===== config.mk =====
export PLATFORM = sky130hd
export DESIGN_NAME = ocm_osc_ctrl
export DESIGN_NICKNAME = d
export VERILOG_FILES = /design/src/ocm_pkg.sv /design/src/ocm_div4.sv /design/src/ocm_osc_ctrl.sv
export SDC_FILE = /design/constraint.sdc
export NUM_CORES = 1
export LEC_CHECK = 0
export BUFFER_PORTS_ARGS = -buffer_cell sky130_fd_sc_hd__buf_2
export CAP_MARGIN = 20
export CORE_UTILIZATION = 51
export CTS_BUF_LIST = sky130_fd_sc_hd__clkbuf_4
export DETAILED_ROUTE_END_ITERATION = 7
export PLACE_DENSITY = 0.93
export SYNTH_ARGS = -nofsm -noshare
export SYNTH_HDL_FRONTEND = slang
export SYNTH_SLANG_ARGS = --single-unit
export TNS_END_PERCENT = 30

===== constraint.sdc =====
create_clock -name i_clk_sys -period 1.8 [get_ports i_clk_sys]
set_input_delay 0.27 -clock i_clk_sys [delete_from_list [all_inputs] [get_ports i_clk_sys]]
set_output_delay 0.27 -clock i_clk_sys [all_outputs]
set_load 0.02 [all_outputs]

===== src/ocm_pkg.sv =====
// package: constants for the oscillator mode and internal clock block
package ocm_pkg;

  // register indices, no printed offsets
  localparam logic [3:0] OCM_ADDR_TRIM   = 4'h0;
  localparam logic [3:0] OCM_ADDR_CTRL   = 4'h1;
  localparam logic [3:0] OCM_ADDR_STATUS = 4'h2;

  // reset values
  localparam logic [5:0] OCM_TRIM_RST = 6'h00;
  localparam logic [2:0] OCM_FSEL_RST = 3'h0;

  // field width and positions
  localparam int OCM_TRIM_W  = 6;
  localparam int OCM_FSEL_LO = 4;

  // clock mode config encodings
  localparam logic [3:0] OCM_MODE_LOW_POWER  = 4'h0;
  localparam logic [3:0] OCM_MODE_CRYSTAL    = 4'h1;
  localparam logic [3:0] OCM_MODE_HS_XTAL    = 4'h2;
  localparam logic [3:0] OCM_MODE_EXT_OUT    = 4'h4;
  localparam logic [3:0] OCM_MODE_MULT_XTAL  = 4'h6;
  localparam logic [3:0] OCM_MODE_RC_OUT     = 4'h7;
  localparam logic [3:0] OCM_MODE_INT_DUAL   = 4'h8;
  localparam logic [3:0] OCM_MODE_INT_CKOUT  = 4'h9;
  localparam logic [3:0] OCM_MODE_RC_IO      = 4'hc;
  localparam logic [3:0] OCM_MODE_EXT_IO     = 4'hd;

  // frequency select encodings
  localparam logic [2:0] OCM_FSEL_FAST = 3'h7;
  localparam logic [2:0] OCM_FSEL_SLOW = 3'h0;

  // limits and settle times
  localparam int OCM_MULT_FACTOR     = 4;
  localparam int OCM_MULT_REF_MAX_KHZ = 10000;
  localparam int OCM_CORE_MAX_KHZ    = 40000;
  localparam int OCM_SLOW_SETTLE_CYC = 8;
  localparam int OCM_FAST_SETTLE_US  = 1000;
  localparam int OCM_CLK_KHZ         = 40000;
  localparam int OCM_FAST_SETTLE_CYC = OCM_FAST_SETTLE_US * OCM_CLK_KHZ / 1000;

endpackage : ocm_pkg


===== src/ocm_div4.sv =====
// divide-by-four clock-out generator
`timescale 1ns/1ps
`default_nettype none
module ocm_div4
  import ocm_pkg::*;
(
  // clock and reset
  input  wire logic i_clk_sys,
  input  wire logic i_rstn,
  // control
  input  wire logic i_enable,
  // output
  output logic      o_clk_div4
);

  typedef struct packed {
    logic [1:0] count;
    logic       out;
  } ocm_div_state_type;

  ocm_div_state_type state;
  ocm_div_state_type next_state;

  // two-bit counter, msb is the 50 percent clock
  always_comb begin
    next_state = state;
    if (i_enable) begin
      next_state.count = state.count + 2'h1;
      next_state.out   = next_state.count[1];
    end else begin
      next_state.count = 2'h0;
      next_state.out   = 1'b0;
    end
  end

  // state register
  always_ff @(posedge i_clk_sys or negedge i_rstn) begin
    if (!i_rstn) begin
      state <= '0;
    end else begin
      state <= next_state;
    end
  end

  assign o_clk_div4 = state.out;
endmodule : ocm_div4
`default_nettype wire


===== src/ocm_osc_ctrl.sv =====
// oscillator mode decode, internal clock select, trim register and pin reuse
//
// The implementer's own choices: the plain strobed port and the register addresses.
`timescale 1ns/1ps
`default_nettype none
// Overview of operation
// - clock mode comes from four-bit config, latched once after power-on reset
// - multiplied crystal mode runs crystal oscillator with references up to 10 MHz
// - multiplied crystal mode makes internal clock four times reference, 40 MHz max
// - multiplier enabled only in multiplied crystal mode
// - high-speed crystal mode accepts external clock on input pin
// - external clock modes need no start-up wait after reset or sleep
// - external clock-out mode drives output pin with clock divided by four
// - external clock I/O mode gives output pin to port A bit 6
// - RC clock-out mode drives output pin with clock divided by four
// - RC I/O mode gives output pin to port A bit 6
// - fast 8 MHz source direct or postscaled 125 kHz to 4 MHz
// - fast source enabled whenever 125 kHz to 8 MHz selected in an internal clock mode
// - slow 31 kHz source on for internal clock or special features
// - frequency select field picks fast, slow or postscaled output
// - select 111 fast, 110..001 4 MHz..125 kHz, 000 slow
// - internal clock-out mode: output pin divided clock, input pin port bit 7
// - internal dual-I/O mode: input pin bit 7, output pin bit 6
// - trim settles in 8 slow cycles and 1 ms fast, execution continues
// - no flag reports that a trim shift has completed
// - six-bit trim is signed: zero centre, 011111 max, 100000 min
// - trim bits 7 and 6 read zero, trim resets to zero
module ocm_osc_ctrl
  import ocm_pkg::*;
#(
  parameter int FAST_SETTLE_CYC = OCM_FAST_SETTLE_CYC
) (
  // clock and reset
  input  wire logic       i_clk_sys,
  input  wire logic       i_rstn,
  // configuration and feature enables
  input  wire logic [3:0] i_clock_mode_config,
  input  wire logic       i_pwrup_timer_en,
  input  wire logic       i_failsafe_en,
  input  wire logic       i_watchdog_en,
  input  wire logic       i_two_speed_en,
  input  wire logic       i_sleep_exit,
  // register port
  input  wire logic [3:0] i_addr,
  input  wire logic [7:0] i_wdata,
  input  wire logic       i_wr,
  input  wire logic       i_rd,
  output logic      [7:0] o_rdata,
  // port A bits 6 and 7 from the port logic
  input  wire logic       i_port_a_bit_six_out,
  input  wire logic       i_port_a_bit_six_oe,
  input  wire logic       i_port_a_bit_seven_out,
  input  wire logic       i_port_a_bit_seven_oe,
  // oscillator pins
  input  wire logic       i_osc_input_pin,
  input  wire logic       i_osc_output_pin,
  output logic            o_osc_output_pin,
  output logic            o_osc_output_pin_oe,
  output logic            o_osc_input_pin,
  output logic            o_osc_input_pin_oe,
  output logic            o_port_a_bit_six_in,
  output logic            o_port_a_bit_seven_in,
  // clock block controls
  output logic            o_mult_enable,
  output logic            o_xtal_osc_enable,
  output logic            o_ext_clock_select,
  output logic            o_fast_osc_enable,
  output logic            o_slow_osc_enable,
  output logic      [2:0] o_sys_clock_sel,
  output logic      [5:0] o_trim_value,
  output logic            o_startup_wait,
  output logic            o_mode_valid
);

  typedef enum {ST_LATCH, ST_RUN} ocm_phase_type;

  typedef struct packed {
    ocm_phase_type phase;
    logic [3:0]    mode;
    logic [5:0]    trim;
    logic [2:0]    fsel;
    logic [7:0]    rdata;
    logic          pin_out;
    logic          pin_oe;
    logic          in_out;
    logic          in_oe;
    logic          ra6_in;
    logic          ra7_in;
    logic          mult_en;
    logic          xtal_en;
    logic          ext_sel;
    logic          fast_en;
    logic          slow_en;
    logic [2:0]    clk_sel;
    logic          wait_st;
  } ocm_state_type;

  ocm_state_type state;
  ocm_state_type next_state;
  logic          clk_div4;
  logic          div_en;

  // modes with the quarter clock on the output pin
  function automatic logic ocm_has_ckout(input logic [3:0] m);
    return (m == OCM_MODE_EXT_OUT) || (m == OCM_MODE_RC_OUT) || (m == OCM_MODE_INT_CKOUT);
  endfunction : ocm_has_ckout

  // modes that give the output pin to port bit 6
  function automatic logic ocm_out_is_io(input logic [3:0] m);
    return (m == OCM_MODE_EXT_IO) || (m == OCM_MODE_RC_IO) || (m == OCM_MODE_INT_DUAL);
  endfunction : ocm_out_is_io

  // internal block modes, input pin becomes port bit 7
  function automatic logic ocm_is_internal(input logic [3:0] m);
    return (m == OCM_MODE_INT_CKOUT) || (m == OCM_MODE_INT_DUAL);
  endfunction : ocm_is_internal

  // external clock modes
  function automatic logic ocm_is_ext(input logic [3:0] m);
    return (m == OCM_MODE_EXT_OUT) || (m == OCM_MODE_EXT_IO);
  endfunction : ocm_is_ext

  // crystal modes
  function automatic logic ocm_is_xtal(input logic [3:0] m);
    return (m == OCM_MODE_LOW_POWER) || (m == OCM_MODE_CRYSTAL) ||
           (m == OCM_MODE_HS_XTAL) || (m == OCM_MODE_MULT_XTAL);
  endfunction : ocm_is_xtal

  // ten documented encodings
  function automatic logic ocm_valid(input logic [3:0] m);
    return ocm_is_xtal(m) || ocm_has_ckout(m) || ocm_out_is_io(m);
  endfunction : ocm_valid

  assign div_en = ocm_has_ckout(state.mode) && (state.phase == ST_RUN);

  // quarter-rate clock-out
  ocm_div4 u_div4 (
    .i_clk_sys  (i_clk_sys),
    .i_rstn     (i_rstn),
    .i_enable   (div_en),
    .o_clk_div4 (clk_div4)
  );

  // next-state logic
  always_comb begin
    next_state       = state;
    next_state.rdata = 8'h00;
    // mode fixed once after reset release
    if (state.phase == ST_LATCH) begin
      next_state.mode  = i_clock_mode_config;
      next_state.phase = ST_RUN;
    end
    // register writes, no completion flag is kept for trim
    if (i_wr && i_addr == OCM_ADDR_TRIM) begin
      next_state.trim = i_wdata[OCM_TRIM_W-1:0];
    end
    if (i_wr && i_addr == OCM_ADDR_CTRL) begin
      next_state.fsel = i_wdata[OCM_FSEL_LO +: 3];
    end
    // register reads
    if (i_rd) begin
      case (i_addr)
        OCM_ADDR_TRIM:   next_state.rdata = {2'b00, state.trim};
        OCM_ADDR_CTRL:   next_state.rdata = {1'b0, state.fsel, 4'h0};
        OCM_ADDR_STATUS: next_state.rdata = {3'h0, ocm_valid(state.mode), state.mode};
        default:         next_state.rdata = 8'h00;
      endcase
    end
    // clock source controls
    next_state.mult_en = (state.mode == OCM_MODE_MULT_XTAL);
    next_state.xtal_en = ocm_is_xtal(state.mode);
    next_state.ext_sel = ocm_is_ext(state.mode) || (state.mode == OCM_MODE_HS_XTAL);
    // in the latch cycle the mode register still holds its reset value, so decode the strap
    next_state.wait_st = (state.phase == ST_LATCH) ? ocm_is_xtal(i_clock_mode_config) :
                         (ocm_is_xtal(state.mode) && i_sleep_exit);
    next_state.fast_en = ocm_is_internal(state.mode) && (state.fsel != OCM_FSEL_SLOW);
    next_state.slow_en = ocm_is_internal(state.mode) || i_pwrup_timer_en ||
                         i_failsafe_en || i_watchdog_en || i_two_speed_en;
    next_state.clk_sel = state.fsel;
    // output pin
    next_state.pin_out = 1'b0;
    next_state.pin_oe  = 1'b0;
    if (ocm_has_ckout(state.mode)) begin
      next_state.pin_out = clk_div4;
      next_state.pin_oe  = 1'b1;
    end else if (ocm_out_is_io(state.mode)) begin
      next_state.pin_out = i_port_a_bit_six_out;
      next_state.pin_oe  = i_port_a_bit_six_oe;
    end
    next_state.ra6_in = ocm_out_is_io(state.mode) ? i_osc_output_pin : 1'b0;
    // input pin
    next_state.in_out = 1'b0;
    next_state.in_oe  = 1'b0;
    next_state.ra7_in = 1'b0;
    if (ocm_is_internal(state.mode)) begin
      next_state.in_out = i_port_a_bit_seven_out;
      next_state.in_oe  = i_port_a_bit_seven_oe;
      next_state.ra7_in = i_osc_input_pin;
    end
  end

  // state register
  always_ff @(posedge i_clk_sys or negedge i_rstn) begin
    if (!i_rstn) begin
      state       <= '0;
      state.phase <= ST_LATCH;
      state.mode  <= OCM_MODE_LOW_POWER;
      state.trim  <= OCM_TRIM_RST;
      state.fsel  <= OCM_FSEL_RST;
    end else begin
      state <= next_state;
    end
  end

  // outputs straight from flip-flops, except mode valid decoded from the mode register
  assign o_rdata               = state.rdata;
  assign o_osc_output_pin      = state.pin_out;
  assign o_osc_output_pin_oe   = state.pin_oe;
  assign o_osc_input_pin       = state.in_out;
  assign o_osc_input_pin_oe    = state.in_oe;
  assign o_port_a_bit_six_in   = state.ra6_in;
  assign o_port_a_bit_seven_in = state.ra7_in;
  assign o_mult_enable         = state.mult_en;
  assign o_xtal_osc_enable     = state.xtal_en;
  assign o_ext_clock_select    = state.ext_sel;
  assign o_fast_osc_enable     = state.fast_en;
  assign o_slow_osc_enable     = state.slow_en;
  assign o_sys_clock_sel       = state.clk_sel;
  assign o_trim_value          = state.trim;
  assign o_startup_wait        = state.wait_st;
  assign o_mode_valid          = ocm_valid(state.mode);
endmodule : ocm_osc_ctrl
`default_nettype wire


==> key figures, run 1 <==
Yosys
  • Post-synth top area share: 56.2%
  • Largest family of logic cells by synthesized area: simple AND/OR/NAND/NOR gates
  • Fraction of the mapped netlist area in compound gates: 5.17%
  • Cell Area, Synth: 1690 um^2
  • Sequential cell area fraction in the yosys report: 56.2%
  • Synth Area in Simple Gates: 14.4%
  • Leading area contributor after synthesis: dfrtp_1
  • Post-synth cell types: 39
  • Synth Instances: 133
  • Syn nets: 164
  • Synthesized flop and latch total: 38
  • Synth area leaders: dfrtp_1 (56%), buf_4 (7.5%), mux2_2 (6.7%)
  • Adder-Cell Fraction of Synth Area: 0%
  • Syn. warnings: 0
  • Xor-xnor portion of the synthesized cell area: 0.517%
  • Mapped Avg Cell Area: 12.7 um^2
  • Post-synthesis mux area share: 13.5%

Power and ir drop
  • Power density cells: 1000 nW/um^2
  • Maximum vdd drop: 0.000485 V
  • Sequential power share: 50.5%
  • Switching power: 0.579 mW
  • Combinational group share of total power: 21.7%
  • P_int: 1.44 mW
  • Power, Total: 2.02 mW
  • Clock power frac: 27.8%
  • Sw Share: 28.7%
  • Static Leak: 1.05 nW

Critical path
  • CP Max Fanout: 5
  • Startpoint Class: register
  • CP endpoint kind: primary output
  • Reg-to-reg setup timing slack: 0.19 ns
  • Critical Path End: o_mode_valid
  • Reg-to-reg startpoint: state[33]
  • Type of the worst setup path: reg2out
  • R2r worst-path depth: 4
  • Critical Path AT: 1.47 ns
  • CP startpoint: state[33]
  • Critical R2R Capture: u_div4.state[1]
  • Required @ worst endpoint: 1.53 ns

Floorplanning
  • Die Width: 59.6 um
  • Die Footprint: 3550 um^2
  • # rows: 20
  • Core Area: 3100 um^2
  • DIE HEIGHT: 59.6 um
  • Top-level port count: 61
  • Initial core utilization: 54.6%

Timing
  • Hold slack: 0.00317 ns
  • Slew @ Worst Pin: 0.808 ns
  • Final setup violation count: 0
  • Maximum clock frequency: 576 MHz
  • Setup repair after global routing missed its margin: false
  • Clock skew: 0.00264 ns
  • Period utilization: 96.5%
  • Final slew viol count: 0
  • Fin. Hold Viols: 0
  • Final TNS setup: 0 ns
  • Rel. slew slack: 46.1%
  • Crit path time final: 1.74 ns

Route
  • Residual DRC: 0
  • DR vias: 1,128
  • Via density: 4.99
  • ANT nets after route: 0
  • Drt first pass iters: 4
  • Final wirelength: 3.03 mm
  • Routed len/inst: 13.4 um
  • Initial DRC count: 25

Clock network
  • CTS max path bufs: 2
  • CTS H-tree depth: 2
  • CTS buffer count: 5
  • Clk slew on worst S/H paths: 0.11 ns
  • Clk sinks: 38
  • CTS Hold Buffers Added: 0
  • CTS tree: built
  • Root buffer cell: clkbuf_4
  • Worst skew pair latency: 0.34 ns

Run status
  • Status: finished clean

Global routing
  • First-pass GRT wire length: 4.99 mm
  • Largest net degree at the start of global routing: 39
  • All-Layer GR Usage: 19.4%
  • GRT overflow: 0
  • Initial antenna violation count: 0
  • Number of global-route vias before repair: 1,094

Final layout
  • Layout cells sized above 1: 52.7%
  • Final Net Count: 212
  • Ant diodes: 0
  • Post-Layout Cell Count: 226
  • Synth-to-Final Area Change: 19.1%
  • Fill count: 240

Placed design
  • Routability congestion estimate: 0.778
  • Port buffer count: 58
  • Placed cells: 212
  • HPWL Detailed: 2.19 mm

Hold path
  • Hold Path Class: in2async

Run
  • Max capacitance violation total: 0
-- synth_stat cells --
| library cell | count |
|---|---|
| nor4_1 | 1 |
| and3_1 | 1 |
| nand2_1 | 3 |
| nand2b_1 | 1 |
| or4b_2 | 1 |
| nand3_1 | 1 |
| clkbuf_2 | 1 |
| nand2b_4 | 1 |
| nor2_1 | 7 |
| nand4b_1 | 1 |
| a22o_1 | 1 |
| mux2i_1 | 7 |
| and3b_1 | 1 |
| or3b_2 | 1 |
| or4b_4 | 1 |
| o32ai_1 | 2 |
| conb_1 | 2 |
| nor3b_1 | 2 |
| xor2_1 | 1 |
| buf_4 | 17 |
| inv_1 | 1 |
| and2_1 | 5 |
| clkbuf_1 | 5 |
| o21ai_0 | 1 |
| or2_2 | 1 |
| a211oi_1 | 1 |
| a32o_1 | 1 |
| o31a_1 | 1 |
| mux2_2 | 10 |
| nor3_1 | 2 |
| a21oi_1 | 3 |
| o21a_1 | 1 |
| buf_6 | 1 |
| nand4bb_1 | 2 |
| nor4_4 | 1 |
| o211ai_1 | 1 |
| mux2_4 | 3 |
| dfrtp_1 | 38 |
| nor2b_1 | 2 |
-- critical path, stage by stage, from the launching register on --
cell and delay, ns:
dfrtp_2 0.46, nor2b_1 0.16, o21a_1 0.22, a21oi_2 0.12, buf_4 0.15
-- worst min path at each step --
stage,from,endpoint,slack [ns],cells past startpoint
floorplan,i_rstn,next_state[1],-0.03,0
global placement,i_rstn,o_trim_value[5],0.38,1
detailed placement,i_rstn,o_trim_value[5],0.40,1
CTS,i_rstn,o_trim_value[5],0.008,1
global route,i_rstn,o_fast_osc_enable,0.06,1
finish,i_rstn,o_trim_value[5],0.003,1
-- power groups by stage --
stage	Sequential (mW)	Combinational, mW	Clock (mW)
after floorplan	1.04	0.319	0
after global placement	1.04	0.391	0
after detailed placement	1.05	0.401	0
after CTS	1.02	0.427	0.581
after global routing	1.03	0.473	0.620
final	1.02	0.438	0.560
-- metrics by stage --
stage / setup slack [ns] / util, % / area [um^2]
finish: 0.0630 / 65.0 / 2020
floorplan: 0.270 / - / 1690
CTS: 0.0266 / 64.3 / 1990
detailed placement: 0.215 / 60.7 / 1880
global placement: 0.248 / 60.7 / 1880
global route: 0.0153 / 65.0 / 2020
-- per-layer routing --
layer  global-route usage, %  vias up  part of all wire (%)
met3                    5.24        4                   5.8
met2                    33.1       41                    51
li1                        -      536                     -
met5                       0        -                     0
met1                    23.9      547                    41
met4                    6.31        0                   1.4
-- layout by cell type (no fill, tap or decap), drive strengths merged, types with 2 or more instances in the layout --
master and instances:
a21oi 3, and2 5, buf 65, clkbuf 5, clkinv 2, conb 2, dfrtp 38, mux2 13
mux2i 7, nand2 3, nand2b 2, nand4bb 2, nor2 7, nor2b 2, nor3 2, nor3b 2
nor4 2, o32ai 2, or4b 2
-- registers in the layout, indices dropped and copies added, names as in the netlist, 2 cells and up --
register         count
u_div4.state         2
o_sys_clock_sel      3
next_state           3
state                5
o_trim_value         6
o_rdata              7
-- layout make-up --
class	count	area (um^2)	share of cell area, %
multi-input combinational	70	579	28.7
sequential	38	955	47.4
clock buffer	5	37.5	1.86
tap	44	55.1	2.73
clock inverter	3	40.0	1.99
timing repair buffer	65	345	17.1
inverter	1	3.75	0.186
-- cell families (layout without fill, tap and decap cells) --
kind of cell | after synthesis | count (layout)
AOI/OAI and AO/OA | 12 | 12
xor gates and xnor gates | 1 | 1
buffers and inverters | 25 | 74
DFF | 38 | 38
muxes | 20 | 20
other | 2 | 2
and+or+nand+nor | 35 | 35
-- what timing repair did --
item,in CTS,in global routing
endpoints found under the setup margin,1,1
buffers inserted,4,2
resized for setup,3,2
Note: power is estimated with default switching activity, not from simulation.
==> inputs of run 2 (changes only) <==
- CELL_PAD_IN_SITES_DETAIL_PLACEMENT: unset -> 0
- CELL_PAD_IN_SITES_GLOBAL_PLACEMENT: unset -> 1
- CORE_UTILIZATION: 51 -> 39
- PLACE_DENSITY: 0.93 -> 0.92
==> run 2 against run 1 <==
  * Clock skew increased by 0.0027 ns
  * First-iteration DRC count increased by 72%
  * Count of clock-buffer cells in the layout increased by 2
  * Largest power group unchanged
  * Fmax increased by 2.6%
==> key figures, run 2 (synthesized netlist as in run 1, its figures left out) <==
Clock network
  • Worst skew pair latency: 0.32 ns (-0.02 ns)
  • CTS H-tree depth: 2 (unchanged)
  • CTS max path bufs: 2 (unchanged)
  • CTS buffer count: 5 (unchanged)
  • Clk sinks: 38 (unchanged)
  • Root buffer cell: clkbuf_4
  • Clk slew on worst S/H paths: 0.10 ns (about the same)
  • CTS tree: built

Power and ir drop
  • Power density cells: 928 nW/um^2 (-7.2%)
  • Static Leak: 1.06 nW (+0.53%)
  • Maximum vdd drop: 0.000597 V (+23%)

Timing
  • Final setup violation count: 0 (unchanged)
  • Setup repair after global routing missed its margin: false
  • Hold slack: 0.139 ns (+0.136 ns)
  • Clock skew: 0.00533 ns (+0.00269 ns)
  • Crit path time final: 1.69 ns (-0.0441 ns)
  • Maximum clock frequency: 591 MHz (+2.6%)
  • Slew @ Worst Pin: 0.564 ns (-0.244 ns)
  • Period utilization: 94.1% (-2.4 points)
  • Final slew viol count: 0 (unchanged)
  • Rel. slew slack: 62.4% (+16 points)
  • Fin. Hold Viols: 0 (unchanged)
  • Final TNS setup: 0 ns (unchanged)

Run status
  • Status: finished clean

Final layout
  • Final Cell Area: 2020 um^2 (+0.19%)
  • Layout cells sized above 1: 51.4% (-1.4 points)
  • Max reg flops: 7 (unchanged)
  • Commonest non-fill, non-tap cell in the layout: buf_2
  • Synth-to-Final Area Change: 19.3%
  • Ant diodes: 0 (unchanged)
  • Highest-count cells in the layout ignoring fill and taps: buf_2 (58), dfrtp_1 (37), mux2_2 (10)
  • Final Net Count: 216 (+1.9%)
  • Util after Layout: 49.4% (-16 points)

Floorplanning
  • # rows: 23 (+15%)
  • Die Width: 67.9 um (+14%)
  • Core Area: 4090 um^2 (+32%)
  • Die Footprint: 4610 um^2 (+30%)
  • Top-level port count: 61 (unchanged)
  • Initial core utilization: 41.4% (-13 points)
  • DIE HEIGHT: 67.9 um (+14%)

Critical path
  • CP Cell Sequence: nor2b_1 > o21a_1 > a21oi_1 > buf_2
  • CP endpoint kind: primary output
  • Startpoint Class: register
  • CP Max Fanout: 7 (+2)
  • WP buf/inv: 1 (unchanged)
  • Required @ worst endpoint: 1.53 ns (about the same)
  • Critical Path AT: 1.42 ns (-0.05 ns)
  • Delay of the slowest cell on the worst path: 0.45 ns (about the same)
  • Slowest CP cell: dfrtp_2
  • Top delay family on crit path: flip-flops
  • Reg-to-reg setup timing slack: 0.34 ns (+0.15 ns)
  • Type of the worst setup path: reg2out

Run
  • Max capacitance violation total: 0 (unchanged)

Placed design
  • Port buffer count: 58 (unchanged)
  • Routability congestion estimate: 0.709 (-8.8%)
  • Area post-placement: 1940 um^2 (+2.8%)
  • HPWL Detailed: 2.38 mm (+8.4%)

Global routing
  • Largest net degree at the start of global routing: 26 (-33%)
  • All-Layer GR Usage: 15.1% (-4.3 points)
  • GRT overflow: 0 (unchanged)
  • First-pass GRT wire length: 4.94 mm (-0.96%)
  • Number of global-route vias before repair: 1,069 (-2.3%)
  • Initial antenna violation count: 0 (unchanged)

Route
  • Routed len/inst: 13.4 um (-0.21%)
  • ANT nets after route: 0 (unchanged)
  • Via density: 4.65 (-6.9%)
  • DR vias: 1,092 (-3.2%)
  • Final wirelength: 3.14 mm (+3.8%)
  • Drt first pass iters: 4 (unchanged)
  • Residual DRC: 0 (unchanged)
  • Initial DRC count: 43 (+72%)

Hold path
  • Hold Path Class: in2reg
## run 2: cell count changes in the layout (fill, tap and decap cells not counted), sizes merged
| cell | previous run | this run |
|---|---|---|
| buf | 65 | 67 |
| bufinv | 1 | 0 |
| clkbuf | 5 | 8 |
| clkinv | 2 | 0 |
| dlygate4sd3 | 0 | 1 |
## run 2: area by class of cell
class,count,area [um^2]
Clock buffer,7,52.6
Inverter,1,3.75
Tap cell,50,62.6
Sequential cell,38,952
Fill cell,391,2070
Multi-Input combinational cell,70,576
Timing Repair Buffer,69,373
## run 2: what timing repair did
item,4_1_cts,5_1_grt
setup endpoints to repair,0,1
setup buffers,0,3
endpoints found under the hold margin,23,0
hold buffers,1,0
gates resized for setup,0,1
## run 2: worst min-delay path, delay by kind of cell
family	cells	cell delay, ns
AO/OA/AOI/OAI	1	0.05
buffers and inverters	1	0.07
AND/OR/NAND/NOR	1	0.03
## run 2: final timing paths
kind                           startpoint                 end  cells past startpoint
max                             state[33]        o_mode_valid                      4
min                        i_two_speed_en   o_slow_osc_enable                      3
max reg2reg                     state[33]     u_div4.state[2]                      3
max in group asynchronous          i_rstn           state[33]                      3
min in group asynchronous          i_rstn   o_slow_osc_enable                      2
min reg2reg                 next_state[3]  o_sys_clock_sel[2]                      0
## run 2: per-layer routing
metal | global-route usage (%) | share of wire [%] | vias to the layer above
li1 | - | - | 542
met1 | 18.5 | 44 | 507
met2 | 23.9 | 48 | 41
met3 | 6.17 | 7.4 | 2
met4 | 5.47 | 0.80 | 0
met5 | 0 | 0 | -
## run 2: power breakdown
group | switching, mW | internal [mW]
clock network | 0.246 | 0.178
registers | 0.0613 | 0.951
logic | 0.239 | 0.199
## run 2: per-stage QoR
step                      worst slack (ns)  std cells  total power, mW
after CTS                          0.00301        232             1.89
after global routing                0.0120        235             1.99
after detailed placement             0.301        224             1.46
after global placement               0.306        224             1.45
after floorplan                      0.270        133             1.36
final                                0.107        235             1.87
